<file path="src/rtl/drsas_pkg.sv">
// constants for the read-side active state block
// assumes a 32-bit APB with byte addresses in paddr[7:0]
package drsas_pkg;
	localparam int unsigned PADDR_W = 8;
	localparam logic [7:0] OFF_SRC = 8'h00;
	localparam logic [7:0] OFF_CNT = 8'h04;
	localparam logic [7:0] OFF_DST = 8'h08;
	localparam logic [7:0] OFF_IDX = 8'h0C;
	localparam logic [7:0] OFF_PRXY = 8'h10;
	localparam logic [7:0] OFF_RLD = 8'h14;
	localparam logic [7:0] OFF_STAT = 8'h18;
	localparam logic [7:0] OFF_CTRL = 8'h1C;
	localparam logic [31:0] RST_WORD = 32'h0000_0000;
	localparam logic [15:0] RST_HALF = 16'h0000;
	localparam int unsigned CNT_HI_LSB = 16;
	localparam int unsigned HOST_PRIVILEGE_LEVEL_LVL_BIT = 8;
	localparam int unsigned HOST_ID_LSB = 0;
	localparam logic [2:0] WRAP_SEL_MAX = 3'h5;
	localparam logic MODE_STEP = 1'b0;
	localparam logic MODE_WRAP = 1'b1;
	localparam logic [15:0] CMD_MAX_BYTES = 16'h0040;
	localparam int unsigned CMD_ADDR_LSB = 0;
	localparam int unsigned CMD_BYTES_LSB = 32;
	localparam int unsigned CMD_HOSTID_LSB = 48;
	localparam int unsigned CMD_HOST_PRIVILEGE_LEVEL_BIT = 52;
	localparam int unsigned CMD_W = 53;
	typedef enum logic {ST_IDLE, ST_RUN} drsas_state_t;
endpackage

</file>
<file path="src/rtl/drsas_cmd_if.sv">
// read command stream between issue logic and output buffer
// assumes both ends on the same clock
`timescale 1ns/1ps
interface drsas_cmd_if;
	logic valid;
	logic ready;
	logic [drsas_pkg::CMD_W-1:0] data;
	modport src (output valid, output data, input ready);
	modport snk (input valid, input data, output ready);
endinterface

</file>
<file path="src/rtl/drsas_cmd_buf.sv">
// two-entry skid buffer for read commands
// assumes a synchronous valid/ready sink downstream
`timescale 1ns/1ps
module drsas_cmd_buf (
	// clock and reset
	input wire logic pclk,
	input wire logic presetn,
	// stream in and out
	drsas_cmd_if.snk up,
	drsas_cmd_if.src dn
);
	logic out_valid_ff;
	logic skid_valid_ff;
	logic [drsas_pkg::CMD_W-1:0] out_data_ff;
	logic [drsas_pkg::CMD_W-1:0] skid_data_ff;
	wire in_fire = up.valid & ~skid_valid_ff;
	wire out_free = dn.ready | ~out_valid_ff;
	// skid catches a word when the sink stalls, so nothing is lost
	wire nxt_skid_valid = out_free ? 1'b0 : (skid_valid_ff | in_fire);
	wire nxt_out_valid = out_free ? (skid_valid_ff | in_fire) : 1'b1;
	wire load_out = out_free & (skid_valid_ff | in_fire);
	wire load_skid = ~out_free & in_fire;
	wire [drsas_pkg::CMD_W-1:0] out_src = skid_valid_ff ? skid_data_ff : up.data;
	assign up.ready = ~skid_valid_ff;
	assign dn.valid = out_valid_ff;
	assign dn.data = out_data_ff;
	always_ff @(posedge pclk or negedge presetn)
	begin
		if (!presetn)
		begin
			out_valid_ff <= 1'b0;
			skid_valid_ff <= 1'b0;
			out_data_ff <= '0;
			skid_data_ff <= '0;
		end
		else
		begin
			out_valid_ff <= nxt_out_valid;
			skid_valid_ff <= nxt_skid_valid;
			if (load_out)
				out_data_ff <= out_src;
			if (load_skid)
				skid_data_ff <= up.data;
		end
	end
endmodule // drsas_cmd_buf

</file>
<file path="src/rtl/drsas_addr_step.sv">
// size of the next read and the address after it
// assumes wrap select codes above the 256-bit code act as 256-bit
`timescale 1ns/1ps
module drsas_addr_step (
	// current position
	input wire logic [31:0] addr,
	input wire logic [31:0] bref,
	input wire logic [15:0] rem_bytes,
	// addressing mode
	input wire logic wrap_mode,
	input wire logic [2:0] wrap_sel,
	// results
	output logic [15:0] chunk,
	output logic [31:0] nxt_addr
);
	wire [2:0] fw_eff = (wrap_sel > drsas_pkg::WRAP_SEL_MAX) ? drsas_pkg::WRAP_SEL_MAX : wrap_sel;
	wire [15:0] wrap_bytes = 16'h0001 << fw_eff;
	wire [15:0] limit = (wrap_mode == drsas_pkg::MODE_WRAP) ? wrap_bytes : drsas_pkg::CMD_MAX_BYTES;
	wire [31:0] incrementing_addressing = addr + {16'h0000, chunk};
	wire [31:0] mask = {16'h0000, wrap_bytes - 16'h0001};
	wire [31:0] wrapped = bref + ((incrementing_addressing - bref) & mask);
	assign chunk = (rem_bytes < limit) ? rem_bytes : limit;
	assign nxt_addr = (wrap_mode == drsas_pkg::MODE_WRAP) ? wrapped : incrementing_addressing;
endmodule // drsas_addr_step

</file>
<file path="src/rtl/drsas_top.sv">
// read-side active state of a DMA transfer controller
// assumes the channel controller holds sub_* stable while sub_valid is high
// Function
// - keep 32-bit current source address, advanced per read by mode
// - 16-bit array count remaining, decremented when an array completes
// - 16-bit byte count left in array, reduced by each read size
// - both counts are zero once the request's reads finish
// - destination address always reads zero; destination index reads the source array stride
// - 16-bit source array stride locates each new source array
// - capture one-bit host privilege at submit, 1 means supervisor
// - capture 4-bit host identifier at submit
// - every issued command carries privilege and identifier for endpoint checks
// - keep programmed byte count as reload, zero for an empty request; restore it after each array
// - active state read-only to software, zero after reset
// - mode 0 increments address, mode 1 wraps at configured width
// - 3-bit wrap width code, 8 to 256 bits, 6 and 7 reserved
`timescale 1ns/1ps
module drsas_top (
	// clock and reset
	input wire logic pclk,
	input wire logic presetn,
	// apb slave
	input wire logic [7:0] paddr,
	input wire logic psel,
	input wire logic penable,
	input wire logic pwrite,
	input wire logic [31:0] pwdata,
	output logic [31:0] prdata,
	output logic pready,
	output logic pslverr,
	// request submit from channel controller
	input wire logic sub_valid,
	output logic sub_ready,
	input wire logic [31:0] sub_src_addr,
	input wire logic [15:0] sub_byte_count,
	input wire logic [15:0] sub_array_count,
	input wire logic [15:0] sub_src_stride,
	input wire logic sub_host_privilege_level,
	input wire logic [3:0] sub_hostid,
	input wire logic sub_addr_mode,
	input wire logic [2:0] sub_wrap_sel,
	// read commands to target endpoints
	output logic cmd_valid,
	input wire logic cmd_ready,
	output logic [31:0] cmd_addr,
	output logic [15:0] cmd_bytes,
	output logic cmd_host_privilege_level,
	output logic [3:0] cmd_hostid,
	// request finished
	output logic done
);
	drsas_pkg::drsas_state_t state_ff;
	drsas_pkg::drsas_state_t nxt_state;
	logic [31:0] src_addr_ff;
	logic [31:0] bref_ff;
	logic [15:0] bytes_left_ff;
	logic [15:0] arrays_left_ff;
	logic [15:0] reload_ff;
	logic [15:0] stride_ff;
	logic host_privilege_level_ff;
	logic [3:0] hostid_ff;
	logic mode_ff;
	logic [2:0] wrap_sel_ff;
	logic done_ff;
	logic sub_ready_ff;
	logic pause_ff;
	logic pready_ff;
	logic pslverr_ff;
	logic [31:0] prdata_ff;
	logic [15:0] chunk;
	logic [31:0] step_addr;

	drsas_cmd_if issue ();
	drsas_cmd_if outq ();

	drsas_addr_step u_step (
		.addr(src_addr_ff),
		.bref(bref_ff),
		.rem_bytes(bytes_left_ff),
		.wrap_mode(mode_ff),
		.wrap_sel(wrap_sel_ff),
		.chunk(chunk),
		.nxt_addr(step_addr)
	);

	drsas_cmd_buf u_buf (
		.pclk(pclk),
		.presetn(presetn),
		.up(issue.snk),
		.dn(outq.src)
	);

	// submit and issue handshakes
	wire run = (state_ff == drsas_pkg::ST_RUN);
	wire accept = sub_valid & sub_ready_ff;
	wire sub_empty = (sub_byte_count == 16'h0000) | (sub_array_count == 16'h0000);
	// pause only holds back new commands; what is buffered still drains
	wire fire = run & ~pause_ff & issue.ready;
	wire last_arr = (chunk == bytes_left_ff);
	wire last_all = last_arr & (arrays_left_ff == 16'h0001);
	wire next_arr = fire & last_arr & ~last_all;
	wire [31:0] arr_start = bref_ff + {16'h0000, stride_ff};

	assign issue.valid = run & ~pause_ff;
	assign issue.data = {host_privilege_level_ff, hostid_ff, chunk, src_addr_ff};
	assign outq.ready = cmd_ready;

	wire [31:0] nxt_src_addr = accept ? sub_src_addr :
		next_arr ? arr_start :
		fire ? step_addr : src_addr_ff;
	wire [31:0] nxt_bref = accept ? sub_src_addr : next_arr ? arr_start : bref_ff;
	wire [15:0] nxt_bytes_left = accept ? (sub_empty ? 16'h0000 : sub_byte_count) :
		next_arr ? reload_ff :
		fire ? (bytes_left_ff - chunk) : bytes_left_ff;
	wire [15:0] nxt_arrays_left = accept ? (sub_empty ? 16'h0000 : sub_array_count) :
		(fire & last_arr) ? (arrays_left_ff - 16'h0001) : arrays_left_ff;
	wire nxt_done = (accept & sub_empty) | (fire & last_all);

	always_comb
	begin
		nxt_state = state_ff;
		case (state_ff)
			drsas_pkg::ST_IDLE:
				if (accept & ~sub_empty)
					nxt_state = drsas_pkg::ST_RUN;
			drsas_pkg::ST_RUN:
				if (fire & last_all)
					nxt_state = drsas_pkg::ST_IDLE;
			default:
				nxt_state = drsas_pkg::ST_IDLE;
		endcase
	end

	always_ff @(posedge pclk or negedge presetn)
	begin
		if (!presetn)
		begin
			state_ff <= drsas_pkg::ST_IDLE;
			src_addr_ff <= drsas_pkg::RST_WORD;
			bref_ff <= drsas_pkg::RST_WORD;
			bytes_left_ff <= drsas_pkg::RST_HALF;
			arrays_left_ff <= drsas_pkg::RST_HALF;
			done_ff <= 1'b0;
			sub_ready_ff <= 1'b0;
		end
		else
		begin
			state_ff <= nxt_state;
			src_addr_ff <= nxt_src_addr;
			bref_ff <= nxt_bref;
			bytes_left_ff <= nxt_bytes_left;
			arrays_left_ff <= nxt_arrays_left;
			done_ff <= nxt_done;
			// ready drops the cycle after a take, so one request per take
			sub_ready_ff <= (nxt_state == drsas_pkg::ST_IDLE) & ~accept;
		end
	end

	always_ff @(posedge pclk or negedge presetn)
	begin
		if (!presetn)
		begin
			reload_ff <= drsas_pkg::RST_HALF;
			stride_ff <= drsas_pkg::RST_HALF;
			host_privilege_level_ff <= 1'b0;
			hostid_ff <= 4'h0;
			mode_ff <= drsas_pkg::MODE_STEP;
			wrap_sel_ff <= 3'h0;
		end
		else if (accept)
		begin
			reload_ff <= sub_empty ? drsas_pkg::RST_HALF : sub_byte_count;
			stride_ff <= sub_src_stride;
			host_privilege_level_ff <= sub_host_privilege_level;
			hostid_ff <= sub_hostid;
			mode_ff <= sub_addr_mode;
			wrap_sel_ff <= sub_wrap_sel;
		end
	end

	// apb decode
	wire apb_acc = psel & penable & ~pready_ff;
	wire aligned = (paddr[1:0] == 2'b00);
	wire hit_src = aligned & (paddr == drsas_pkg::OFF_SRC);
	wire hit_cnt = aligned & (paddr == drsas_pkg::OFF_CNT);
	wire hit_dst = aligned & (paddr == drsas_pkg::OFF_DST);
	wire hit_idx = aligned & (paddr == drsas_pkg::OFF_IDX);
	wire hit_prxy = aligned & (paddr == drsas_pkg::OFF_PRXY);
	wire hit_rld = aligned & (paddr == drsas_pkg::OFF_RLD);
	wire hit_stat = aligned & (paddr == drsas_pkg::OFF_STAT);
	wire hit_ctrl = aligned & (paddr == drsas_pkg::OFF_CTRL);
	wire hit_any = hit_src | hit_cnt | hit_dst | hit_idx | hit_prxy | hit_rld | hit_stat | hit_ctrl;
	wire ctrl_wr = apb_acc & pwrite & hit_ctrl;

	wire [31:0] rd_cnt = {arrays_left_ff, bytes_left_ff};
	wire [31:0] rd_dst = drsas_pkg::RST_WORD;
	wire [31:0] rd_idx = {16'h0000, stride_ff};
	wire [31:0] rd_prxy = {23'h000000, host_privilege_level_ff, 4'h0, hostid_ff};
	wire [31:0] rd_rld = {16'h0000, reload_ff};
	wire [31:0] rd_stat = {30'h00000000, outq.valid, run};
	wire [31:0] rd_ctrl = {31'h00000000, pause_ff};
	wire [31:0] rd_mux = hit_src ? src_addr_ff :
		hit_cnt ? rd_cnt :
		hit_dst ? rd_dst :
		hit_idx ? rd_idx :
		hit_prxy ? rd_prxy :
		hit_rld ? rd_rld :
		hit_stat ? rd_stat :
		hit_ctrl ? rd_ctrl : drsas_pkg::RST_WORD;
	wire [31:0] nxt_prdata = (apb_acc & ~pwrite) ? rd_mux : prdata_ff;

	// one wait state keeps pready and prdata registered
	always_ff @(posedge pclk or negedge presetn)
	begin
		if (!presetn)
		begin
			pready_ff <= 1'b0;
			pslverr_ff <= 1'b0;
			prdata_ff <= drsas_pkg::RST_WORD;
			pause_ff <= 1'b0;
		end
		else
		begin
			pready_ff <= apb_acc;
			pslverr_ff <= apb_acc & ~hit_any;
			prdata_ff <= nxt_prdata;
			if (ctrl_wr)
				pause_ff <= pwdata[0];
		end
	end

	// outputs; buffer outputs are its own flops
	assign prdata = prdata_ff;
	assign pready = pready_ff;
	assign pslverr = pslverr_ff;
	assign sub_ready = sub_ready_ff;
	assign done = done_ff;
	assign cmd_valid = outq.valid;
	assign cmd_addr = outq.data[drsas_pkg::CMD_ADDR_LSB +: 32];
	assign cmd_bytes = outq.data[drsas_pkg::CMD_BYTES_LSB +: 16];
	assign cmd_hostid = outq.data[drsas_pkg::CMD_HOSTID_LSB +: 4];
	assign cmd_host_privilege_level = outq.data[drsas_pkg::CMD_HOST_PRIVILEGE_LEVEL_BIT];
endmodule // drsas_top

</file>
<file path="config.mk">
export PLATFORM = sky130hd
export DESIGN_NAME = drsas_top
export DESIGN_NICKNAME = d
export VERILOG_FILES = /design/src/rtl/drsas_pkg.sv /design/src/rtl/drsas_cmd_if.sv /design/src/rtl/drsas_cmd_buf.sv /design/src/rtl/drsas_addr_step.sv /design/src/rtl/drsas_top.sv
export SDC_FILE = /design/constraint.sdc
export NUM_CORES = 1
export LEC_CHECK = 0
export BUFFER_PORTS_ARGS = -buffer_cell sky130_fd_sc_hd__clkbuf_2
export CAP_MARGIN = 20
export CORE_MARGIN = 2
export CORE_UTILIZATION = 35
export DETAILED_ROUTE_END_ITERATION = 10
export SETUP_SLACK_MARGIN = 0.05
export SLEW_MARGIN = 20
export SYNTH_ARGS = -nofsm -noshare
export SYNTH_HDL_FRONTEND = slang
export SYNTH_SLANG_ARGS = --single-unit
</file>
<file path="constraint.sdc">
create_clock -name pclk -period 17.95 [get_ports pclk]
set_input_delay 1.795 -clock pclk [delete_from_list [all_inputs] [get_ports pclk]]
set_output_delay 1.795 -clock pclk [all_outputs]
set_load 0.02 [all_outputs]
</file>
== Word level (Yosys, flattened, before mapping) ==
Cells that the tools add are included.
Widths: inputs -> output; s select.

* Bits of input ports: 136
* Latch bits: 0
* Register bits after elaboration: 283
* Memory bits (writable): 0
* Output and inout bits: 90
* Memory bits (read-only): 0
* Logic and storage cells: 127
* Memories kept: 0

* Equal/unequal tests: 9
* $add $sub $neg: 7
* Bitwise gates (word level): 50
* Shift-type cells: 1
* Reduce and logical (&&, ||, !) cells: 7
* Magnitude comparators: 2
* Div/mod/pow operators: 0
* Mux-type cells: 30
* $mul: 0

{| class="wikitable"
|+ Operators by type and width
! operator !! count
|-
| $mux 32 || 8
|-
| $mux 16 || 13
|-
| $add 32x16->32 || 2
|-
| $mux 53 || 1
|-
| $add 32x32->32 || 1
|-
| $and 32x16->32 || 1
|-
| $eq 8x5->1 const B || 4
|-
| $logic_not 16->1 || 2
|-
| $sub 16x1->16 const B || 2
|-
| $sub 32x32->32 || 1
|-
| $and 1x1->1 || 26
|-
| $eq 16x1->1 const B || 1
|-
| $eq 16x16->1 || 1
|-
| $eq 8x4->1 const B || 2
|-
| $lt 16x16->1 || 1
|-
| $shl 1x3->16 const A || 1
|-
| $sub 16x16->16 || 1
|-
| $not 1->1 || 12
|-
| $or 1x1->1 || 11
|-
| $eq 8x3->1 const B || 1
|-
| $logic_not 8->1 || 1
|-
| $mux 1 || 5
|-
| $reduce_bool 2->1 || 2
|-
| $gt 3x3->1 const B || 1
|-
| other kinds (5) || 5
|}

== Logic depth before layout (Yosys ltp) ==
Gate-level depths: netlist of the first run.

* Depth in word-level cells: 14
* Gate-level depth with buffers: 38
* Mapped depth without buffers: 37

== Modules after synthesis ==
A second synthesis of the first run with hierarchy kept.

* Cell total of the unflattened synthesis: 1912
* Area total of the unflattened synthesis: 18645.4 µm²

{| class="wikitable"
|+ By module, submodules not included
! module !! area each (µm²) !! sequential area each (µm²) !! instances !! cells an instance
|-
| drsas_top || 10119.7 || 4379.2 || 1 || 1165
|-
| drsas_cmd_buf || 5208.7 || 2702.6 || 1 || 292
|-
| drsas_addr_step || 3316.9 || 0.0 || 1 || 455
|}

== Worst setup path after synthesis of the first run ==
OpenSTA, ideal clock, no wires.

* Path type: register -> register
* From: reg wrap_sel_ff[1]
* To: reg src_addr_ff[30]
* Period minus slack after synthesis: 6.744 ns
* Arrival: 6.667 ns
* Setup time: 0.077 ns
* Path buffers: 1
* Stages on the path, launching flop included: 37
* Path slack: 11.206 ns
* Data required time: 17.873 ns
* Path through: dfrtp_1 clkbuf_1 o21ai_0 nor2_1 inv_1 ha_1 a21o_1 a21o_1 a2111oi_0 o21ai_1 mux2_2 ha_1 inv_1 fa_1 nor2b_1 o31a_1 a2111oi_0 nor2_1 nor2_1 xnor2_1 ha_1 a21o_1 nor3_1 a21oi_1 a21oi_1 xor2_1 nor2_1 ha_1 and3_1 and3_1 o311ai_0 nand3_1 nand2_1 nor3_1 xnor2_1 o221ai_1 a21oi_1

* Cells in the longest elaborated chain, start to end: 14
* Elaborated cells between the ends (all ways): 21
* Classes of those cells: add/sub (4); order compare (2); eq/ne (1); shift (1); mux (7); bitwise (5); reduce/logical (1)

{| class="wikitable"
|+ Ends and longest elaborated chain
! item !! line !! RTL
|-
| start, declared || drsas_top.sv:63 || <nowiki>logic [2:0] wrap_sel_ff;</nowiki>
|-
| start signal, assigned || drsas_top.sv:177 || <nowiki>wrap_sel_ff <= sub_wrap_sel;</nowiki>
|-
| $gt 3x3->1 || drsas_addr_step.sv:16 || <nowiki>wire [2:0] fw_eff = (wrap_sel > drsas_pkg::WRAP_SEL_MAX) ? drsas_pkg::WRAP_SEL_MAX : wrap_sel;</nowiki>
|-
| $mux 3 (*) || drsas_addr_step.sv:16 ||
|-
| $shl 1x3->16 (*) || drsas_addr_step.sv:17 || <nowiki>wire [15:0] wrap_bytes = 16'h0001 << fw_eff;</nowiki>
|-
| $mux 16 (*) || drsas_addr_step.sv:18 || <nowiki>wire [15:0] limit = (wrap_mode == drsas_pkg::MODE_WRAP) ? wrap_bytes : drsas_pkg::CMD_MAX_BYTES;</nowiki>
|-
| $lt 16x16->1 || drsas_addr_step.sv:22 || <nowiki>assign chunk = (rem_bytes < limit) ? rem_bytes : limit;</nowiki>
|-
| $mux 16 (*) || drsas_addr_step.sv:22 ||
|-
| net chunk[0] || drsas_top.sv:70 || <nowiki>logic [15:0] chunk;</nowiki>
|-
| $add 32x16->32 || drsas_addr_step.sv:19 || <nowiki>wire [31:0] incrementing_addressing = addr + {16'h0000, chunk};</nowiki>
|-
| $sub 32x32->32 || drsas_addr_step.sv:21 || <nowiki>wire [31:0] wrapped = bref + ((incrementing_addressing - bref) & mask);</nowiki>
|-
| $and 32x16->32 || drsas_addr_step.sv:21 ||
|-
| $add 32x32->32 || drsas_addr_step.sv:21 ||
|-
| $mux 32 || drsas_addr_step.sv:23 || <nowiki>assign nxt_addr = (wrap_mode == drsas_pkg::MODE_WRAP) ? wrapped : incrementing_addressing;</nowiki>
|-
| $mux 32 || drsas_top.sv:110 || <nowiki>fire ? step_addr : src_addr_ff;</nowiki>
|-
| $mux 32 || drsas_top.sv:109 || <nowiki>next_arr ? arr_start :</nowiki>
|-
| $mux 32 || drsas_top.sv:108 || <nowiki>wire [31:0] nxt_src_addr = accept ? sub_src_addr :</nowiki>
|-
| end signal, assigned || drsas_top.sv:139 || <nowiki>src_addr_ff <= drsas_pkg::RST_WORD;</nowiki>
|-
| end signal, assigned || drsas_top.sv:149 || <nowiki>src_addr_ff <= nxt_src_addr;</nowiki>
|-
| end, declared || drsas_top.sv:54 || <nowiki>logic [31:0] src_addr_ff;</nowiki>
|}

Mark *: on every way through the listed nets, which the timed path passes. The rest lies on a longest branch. The select of a mux whose other input is x is not followed.
A chain may end at the register's enable or synchronous reset.

== Worst setup path in the final report of the first run ==
* From: reg mode_ff
* To: reg src_addr_ff[30]

* Cells in the longest elaborated chain, start to end: 11
* Elaborated cells between the ends (all ways): 17
* Classes of those cells: add/sub (3); order compare (1); eq/ne (1); mux (6); bitwise (5); reduce/logical (1)

{| class="wikitable"
|+ Ends and longest elaborated chain
! item !! line !! RTL
|-
| start, declared || drsas_top.sv:62 || <nowiki>logic mode_ff;</nowiki>
|-
| start signal, assigned || drsas_top.sv:167 || <nowiki>mode_ff <= drsas_pkg::MODE_STEP;</nowiki>
|-
| start signal, assigned || drsas_top.sv:176 || <nowiki>mode_ff <= sub_addr_mode;</nowiki>
|-
| $mux 16 (*) || drsas_addr_step.sv:18 ||
|-
| $lt 16x16->1 || drsas_addr_step.sv:22 ||
|-
| $mux 16 (*) || drsas_addr_step.sv:22 ||
|-
| net chunk[0] || drsas_top.sv:70 ||
|-
| $add 32x16->32 || drsas_addr_step.sv:19 ||
|-
| $sub 32x32->32 || drsas_addr_step.sv:21 ||
|-
| $and 32x16->32 || drsas_addr_step.sv:21 ||
|-
| $add 32x32->32 || drsas_addr_step.sv:21 ||
|-
| $mux 32 || drsas_addr_step.sv:23 ||
|-
| $mux 32 || drsas_top.sv:110 ||
|-
| $mux 32 || drsas_top.sv:109 ||
|-
| $mux 32 || drsas_top.sv:108 ||
|}

Marks and branches as above.

==> results of run 1 <==
## cell usage after synthesis, types with 37 or more instances
cell type | number | share of area
sky130_fd_sc_hd__nor2_1 | 146 | 0.031
sky130_fd_sc_hd__o21ai_0 | 180 | 0.051
sky130_fd_sc_hd__nand3_1 | 44 | 0.013
sky130_fd_sc_hd__a21oi_1 | 107 | 0.030
sky130_fd_sc_hd__dfrtp_1 | 283 | 0.40
sky130_fd_sc_hd__mux2_2 | 57 | 0.036
sky130_fd_sc_hd__inv_1 | 65 | 0.014
sky130_fd_sc_hd__clkbuf_1 | 88 | 0.019
sky130_fd_sc_hd__ha_1 | 81 | 0.058
sky130_fd_sc_hd__nand2_1 | 327 | 0.070
sky130_fd_sc_hd__mux2i_1 | 83 | 0.047
sky130_fd_sc_hd__xor2_1 | 37 | 0.018
sky130_fd_sc_hd__xnor2_1 | 56 | 0.028
## critical path, delay by kind of cell, from the launching register on
family | cells | cell delay [ns]
AOI/OAI and AO/OA | 12 | 3.01
buffers and inverters | 3 | 0.61
DFF | 1 | 0.32
xor gates and xnor gates | 3 | 0.49
and+or+nand+nor | 12 | 2.29
adders and majority gates | 5 | 1.32
muxes | 1 | 0.43
## final cells by class
cell class / count / area, um^2
fill: 5028 / 29400
multi-input combinational: 1549 / 9890
sequential: 283 / 7080
timing repair buffer: 216 / 1160
clock buffer: 49 / 1040
tap: 672 / 841
inverter: 65 / 244
clock inverter: 14 / 164
antenna: 2 / 5.00
## metrics by stage
step / hold slack, ns / utilization / instance area (um^2) / cells / power (mW)
global route: 0.500 / 0.410 / 20400 / 2850 / 3.34
CTS: 0.470 / 0.409 / 20400 / 2848 / 3.11
global placement: 0.454 / 0.385 / 19200 / 2785 / 2.32
floorplan: 0.450 / - / 17700 / 2010 / 1.96
finish: 0.473 / 0.410 / 20400 / 2850 / 3.12
detailed placement: 0.457 / 0.385 / 19200 / 2785 / 2.36
## logic make-up (layout without fill, tap and decap cells)
| logic type | count (synthesis) | count (layout) | synth area share |
|---|---|---|---|
| XOR/XNOR | 93 | 93 | 0.0463 |
| AND/OR/NAND/NOR | 692 | 692 | 0.178 |
| buffers and inverters | 178 | 344 | 0.0400 |
| other | 2 | 19 | 0.000427 |
| multiplexers | 140 | 140 | 0.0837 |
| AO/OA/AOI/OAI | 521 | 521 | 0.186 |
| flip-flops | 283 | 283 | 0.402 |
| adder cells (fa/ha/maj) | 86 | 86 | 0.0633 |
## registers in the layout, summed over array words and instances, names as in the netlist, 3 cells and up
register            flops
arrays_left_ff         16
bref_ff                32
bytes_left_ff          16
hostid_ff               4
prdata                 32
reload_ff              16
src_addr_ff            32
stride_ff              16
u_buf.dn.data          53
u_buf.skid_data_ff     53
wrap_sel_ff             3
## worst paths after layout
kind,startpoint,endpoint,slack (ns),cells past startpoint
worst max-delay path,mode_ff,src_addr_ff[30],9.40,36
min in group asynchronous,presetn,u_buf.dn.data[27],1.30,1
worst max register to register,mode_ff,src_addr_ff[30],9.40,36
worst min-delay path,u_buf.dn.data[47],u_buf.dn.data[47],0.47,2
max in group asynchronous,presetn,u_buf.skid_valid_ff,15.15,2
worst min register to register,u_buf.dn.data[47],u_buf.dn.data[47],0.47,2
## power groups by stage
| stage | clock [mW] | sequential [mW] | combinational, mW |
|---|---|---|---|
| 2_1_floorplan | 0 | 0.945 | 1.01 |
| 3_3_place_gp | 0 | 0.990 | 1.33 |
| 3_5_place_dp | 0 | 0.995 | 1.37 |
| 4_1_cts | 0.753 | 0.984 | 1.38 |
| 5_1_grt | 0.779 | 1.01 | 1.55 |
| 6_report | 0.740 | 0.992 | 1.39 |
## routing by layer
metal	track usage	share of wire	up-vias	wire length, um
met5	0	0	-	0
met4	0.0543	0.020	0	1170
met3	0.0278	0.058	76	3360
met2	0.346	0.45	497	25800
met1	0.310	0.47	7610	27200
li1	-	-	7387	-
==> impl_metrics.py, run 1 <==
metrics = {
    "global_route": {
        "grt_pass1_wl_um": 88600,
        "grt_pass1_vias": 15002,
        "grt_use_total": 0.216,
        "antenna_found_initial": 2,
        "pin_count_of_the_biggest_net_entering_global_routing": 183,
        "gr_ovfl_total": 0,
    },
    "floorplanning": {
        "row_count": 82,
        "die_h_um": 228,
        "fp.dieArea_um2": 52100,
        "design.portCount": 226,
        "die_width_um": 228,
        "fp.coreArea_um2": 49900,
        "start_util": 0.353,
    },
    "clock_tree": {
        "cts_buffer_depth": 3,
        "cts-buffers-inserted": 35,
        "cts.clk_slew.worst_paths_ns": 0.06,
        "postCtsSetupRepairBufs": 0,
        "cts_hold_buf": 0,
        "ctsRootBufferMaster": "sky130_fd_sc_hd__clkbuf_16",
        "worstSkewPairLatency_ns": 0.54,
        "h-tree-depth": 2,
        "cts.repair.resized": 0,
        "cts_tree": "built",
        "cts_sinks": 283,
    },
    "timing": {
        "timing.slew.headroom": 0.197,
        "max_slew_violation_count": 0,
        "timing.final.crit_share": 0.476,
        "timing.final.ws_setup_ns": 9.40,
        "hold_viol_final": 0,
        "final_setup_viols": 0,
        "period_needed_ns": 8.55,
        "rsz_0062_raised_after_global_routing": "no",
        "tightestPinTransition_ns": 1.19,
        "timing.clock.skew_ns": 0.0162,
        "fmax_mhz": 117,
        "setup_tns_ns": 0,
    },
    "pwr": {
        "swShare": 0.419,
        "maximum_vdd_ir_drop_uv": 64.1,
        "clock_power_share": 0.237,
        "power.sequential.fraction": 0.317,
        "comb_power_share": 0.446,
        "cellPowerDensity_nw_per_um2": 153,
        "power.switching_mw": 1.31,
        "power.internal_mw": 1.82,
        "leakage_nw": 9.36,
    },
    "critical_path": {
        "worst_path_max_delay_cell": "sky130_fd_sc_hd__buf_4",
        "critical_path_type": "register to register",
        "nature_of_the_critical_path_startpoint": "register",
        "endpoint_kind": "register",
        "path_common_cell": "sky130_fd_sc_hd__ha_1",
        "crit_required_ns": 18.41,
        "path_max_fanout": 43,
        "cp.arrival_ns": 9.01,
        "largest_stage_delay_on_the_critical_path_ns": 0.45,
    },
    "synthesis": {
        "synth_edf_count": 0,
        "syn-cell-area_um2": 17600,
        "synth-main-ff-cell": "sky130_fd_sc_hd__dfrtp_1",
        "postSynthRegisterBits": 283,
        "synth.yosys.seq_area_share": 0.402,
        "postSynthCellCount": 1995,
        "synthArstFlopShare": 1.00,
        "syn-mean-instance-area_um2": 8.82,
        "ys_types": 82,
        "yosysWarningCount": 0,
    },
    "cells_and_area": {
        "layout-drive-gt1-share": 0.167,
        "final_common_cell": "sky130_fd_sc_hd__nand2_1",
        "area.growth.synth_to_final_pct": 16.0,
        "layout_nets": 2372,
        "final_cell_mix": "sky130_fd_sc_hd__nand2_1 (325), sky130_fd_sc_hd__dfrtp_1 (282), sky130_fd_sc_hd__clkbuf_2 (193)",
    },
    "drt": {
        "dr_total_vias": 15570,
        "firstDrtPassIters": 5,
        "detail_route.iter0.violations": 1369,
        "drc_errors": 0,
        "postRouteWirelength_um": 57600,
        "routedWlPerCell_um": 20.2,
        "vias_per_cell": 5.46,
        "final_antenna_net_count": 0,
    },
    "hold_path": {
        "min-delay-path-class": "register to register",
    },
    "placed_design": {
        "place.port_buffers": 194,
        "hpwlAfterDp_um": 41900,
        "gpl.final_weighted_congestion": 0.887,
        "placement.setup.worst_slack_ns": 9.56,
    },
    "run": {
        "cap_viol_max_count": 0,
    },
    "run_status": {
        "run_status": "finished, final reports clean",
    },
}
No activity file was read; power rests on OpenSTA's default activity.
==> run 2, diff against run 1 <==
- ABC_AREA: unset -> 1
- clock period: 17.95 -> 8.8 ns (I/O delays scaled with it)
==> run 2 against run 1 <==
  * Via count up 25%
  * Wire length up 28%
  * Power increased by 30%
  * Design area rose by 8.1%
  * Critical path depth is 1 higher
  * Global-route usage grew 4.1 points
  * Final cell count up 30%
  * Highest routed layer unchanged
==> impl_metrics.py, run 2 <==
metrics = {
    "synthesis": {
        "synthArstFlopShare": 1.00,
        "syn-mean-instance-area_um2": 6.84,
        "postSynthRegisterBits": 283,
        "yosysWarningCount": 0,
        "synth-main-ff-cell": "sky130_fd_sc_hd__dfrtp_1",
        "synth_top_area_share": 0.367,
        "postSynthCellCount": 2820,
        "post_synth_main_area_contributors": "sky130_fd_sc_hd__dfrtp_1 (37%), sky130_fd_sc_hd__nand2_1 (18%), sky130_fd_sc_hd__inv_1 (6.6%)",
        "ys_types": 55,
        "synth.yosys.seq_area_share": 0.367,
        "synth_edf_count": 0,
        "synth.largest_area_cell": "sky130_fd_sc_hd__dfrtp_1",
        "synth.cells.most_frequent": "sky130_fd_sc_hd__nand2_1 (913), sky130_fd_sc_hd__inv_1 (341), sky130_fd_sc_hd__nor2_1 (292)",
        "syn-cell-area_um2": 19300,
        "synthMostInstantiatedCell": "sky130_fd_sc_hd__nand2_1",
    },
    "cells_and_area": {
        "antenna_cells": 0,
        "final_core_util": 0.403,
        "area.growth.synth_to_final_pct": 14.6,
        "final_common_cell": "sky130_fd_sc_hd__nand2_1",
        "layout-drive-gt1-share": 0.101,
        "final_design_area_no_fill_um2": 22100,
        "final_cell_mix": "sky130_fd_sc_hd__nand2_1 (912), sky130_fd_sc_hd__inv_1 (338), sky130_fd_sc_hd__nor2_1 (289)",
        "layout_nets": 3212,
    },
    "critical_path": {
        "worst_path_max_delay_cell": "sky130_fd_sc_hd__a2111oi_4",
        "ff2ff_path_depth": 37,
        "critPathLaunch": "wrap_sel_ff[2]",
        "largest_stage_delay_on_the_critical_path_ns": 0.61,
        "crit_path_end": "src_addr_ff[19]",
        "path_max_fanout": 9,
        "path_common_cell": "sky130_fd_sc_hd__nand2_1",
        "cp.arrival_ns": 8.12,
        "endpoint_kind": "register",
        "r2r_setup_slack_ns": 1.13,
        "worstReg2RegEnd": "src_addr_ff[19]",
        "reg2reg_from": "wrap_sel_ff[2]",
        "critical_path_type": "register to register",
        "crit_required_ns": 9.24,
        "nature_of_the_critical_path_startpoint": "register",
    },
    "global_route": {
        "grt_pass1_wl_um": 111000,
        "pin_count_of_the_biggest_net_entering_global_routing": 106,
        "gr_ovfl_total": 0,
        "antenna_found_initial": 0,
        "grt_pass1_vias": 18052,
        "grt_use_total": 0.257,
    },
    "pwr": {
        "swShare": 0.352,
        "leakage_nw": 11.6,
        "power.internal_mw": 2.64,
        "clock_power_share": 0.359,
        "cellPowerDensity_nw_per_um2": 185,
        "power.sequential.fraction": 0.396,
        "maximum_vdd_ir_drop_uv": 100,
        "comb_power_share": 0.245,
        "power.switching_mw": 1.44,
    },
    "placed_design": {
        "gpl.final_weighted_congestion": 0.970,
        "hpwlAfterDp_um": 57100,
        "placement.setup.worst_slack_ns": 1.42,
        "dpl-instance-area_um2": 20900,
        "place.port_buffers": 194,
    },
    "timing": {
        "period_needed_ns": 7.67,
        "max_slew_violation_count": 0,
        "hold_viol_final": 0,
        "timing.final.ws_setup_ns": 1.13,
        "timing.final.crit_share": 0.872,
        "timing.clock.skew_ns": 0.0164,
        "tightestPinTransition_ns": 1.01,
        "final_setup_viols": 0,
        "min_hold_slack_ns": 0.405,
        "timing.slew.headroom": 0.329,
        "fmax_mhz": 130,
        "setup_tns_ns": 0,
        "rsz_0062_raised_after_global_routing": "no",
    },
    "clock_tree": {
        "postCtsSetupRepairBufs": 0,
        "cts_hold_buf": 0,
        "h-tree-depth": 2,
        "worstSkewPairLatency_ns": 0.56,
        "cts_tree": "built",
        "ctsRootBufferMaster": "sky130_fd_sc_hd__clkbuf_16",
        "cts.clk_slew.worst_paths_ns": 0.06,
        "cts-buffers-inserted": 36,
        "cts_sinks": 283,
        "cts_buffer_depth": 3,
        "cts.repair.resized": 0,
    },
    "drt": {
        "wl_met3_um": 6410,
        "final_antenna_net_count": 0,
        "top_layer": "met4",
        "firstDrtPassIters": 6,
        "vias_per_cell": 5.23,
        "postRouteWirelength_um": 73700,
        "dr_total_vias": 19421,
        "route.layer.met1.wl_um": 33200,
        "met2_wirelength_um": 31500,
        "routedWlPerCell_um": 19.8,
        "detail_route.iter0.violations": 1847,
        "drc_errors": 0,
    },
    "floorplanning": {
        "die_h_um": 239,
        "row_count": 86,
        "fp.dieArea_um2": 57000,
        "fp.coreArea_um2": 54800,
        "start_util": 0.352,
        "design.portCount": 226,
        "die_width_um": 239,
    },
    "run_status": {
        "run_status": "finished, final reports clean",
    },
    "hold_path": {
        "min-delay-path-class": "input pin to async pin",
    },
    "run": {
        "cap_viol_max_count": 0,
    },
}
run 2: cell families (layout without fill, tap and decap cells):
group	Yosys count	in the layout	share of synthesized area
flops	283	283	0.367
compound gates	466	466	0.142
fa+ha+maj	86	86	0.0578
xor+xnor	53	53	0.0241
simple gates	1488	1488	0.319
buf+inv	442	617	0.0896
other cells	2	17	0.000390
run 2: worst min-delay path by stage:
stage                                start                endpoint  slack, ns
finish                             presetn        u_buf.dn.data[7]       0.41
global route                       presetn   u_buf.skid_data_ff[5]       0.47
detailed placement   u_buf.skid_data_ff[6]   u_buf.skid_data_ff[6]       0.46
global placement     u_buf.skid_data_ff[2]   u_buf.skid_data_ff[2]       0.45
floorplan           u_buf.skid_data_ff[10]  u_buf.skid_data_ff[10]       0.44
CTS                                presetn   u_buf.skid_data_ff[6]       0.43
run 2: through the flow:
stage	instances	total power, mW
2_1_floorplan	2835	2.21
3_3_place_gp	3656	2.61
3_5_place_dp	3656	2.61
4_1_cts	3714	4.08
5_1_grt	3714	4.28
6_report	3714	4.08
run 2: critical path, delay by kind of cell (launching register included):
kind                     cells  cell delay [ns]
AND/OR/NAND/NOR             20             3.08
adder cells (fa/ha/maj)      5             1.67
AO/OA/AOI/OAI                3             1.37
buffers and inverters        7             0.55
XOR/XNOR                     2             0.48
flip-flops                   1             0.41
run 2: layout make-up:
class	count	area [um^2]
timing repair buffer	216	1150
clock buffer	51	1070
clock inverter	7	77.6
inverter	343	1290
sequential	283	7080
tap	704	881
multi-input combinational	2110	10500
fill	5904	32700
run 2: routing by layer:
metal  up-vias  global-route usage
met5         -                   0
met4         0              0.0852
met3       109              0.0533
met2       694               0.388
met1      9140               0.366
li1       9478                   -
run 2: power by group through the flow:
stage	sequential [mW]	clock [mW]	combinational, mW
2_1_floorplan	1.60	0	0.611
3_3_place_gp	1.63	0	0.979
3_5_place_dp	1.63	0	0.984
4_1_cts	1.61	1.48	0.990
5_1_grt	1.62	1.54	1.12
6_report	1.61	1.46	0.999
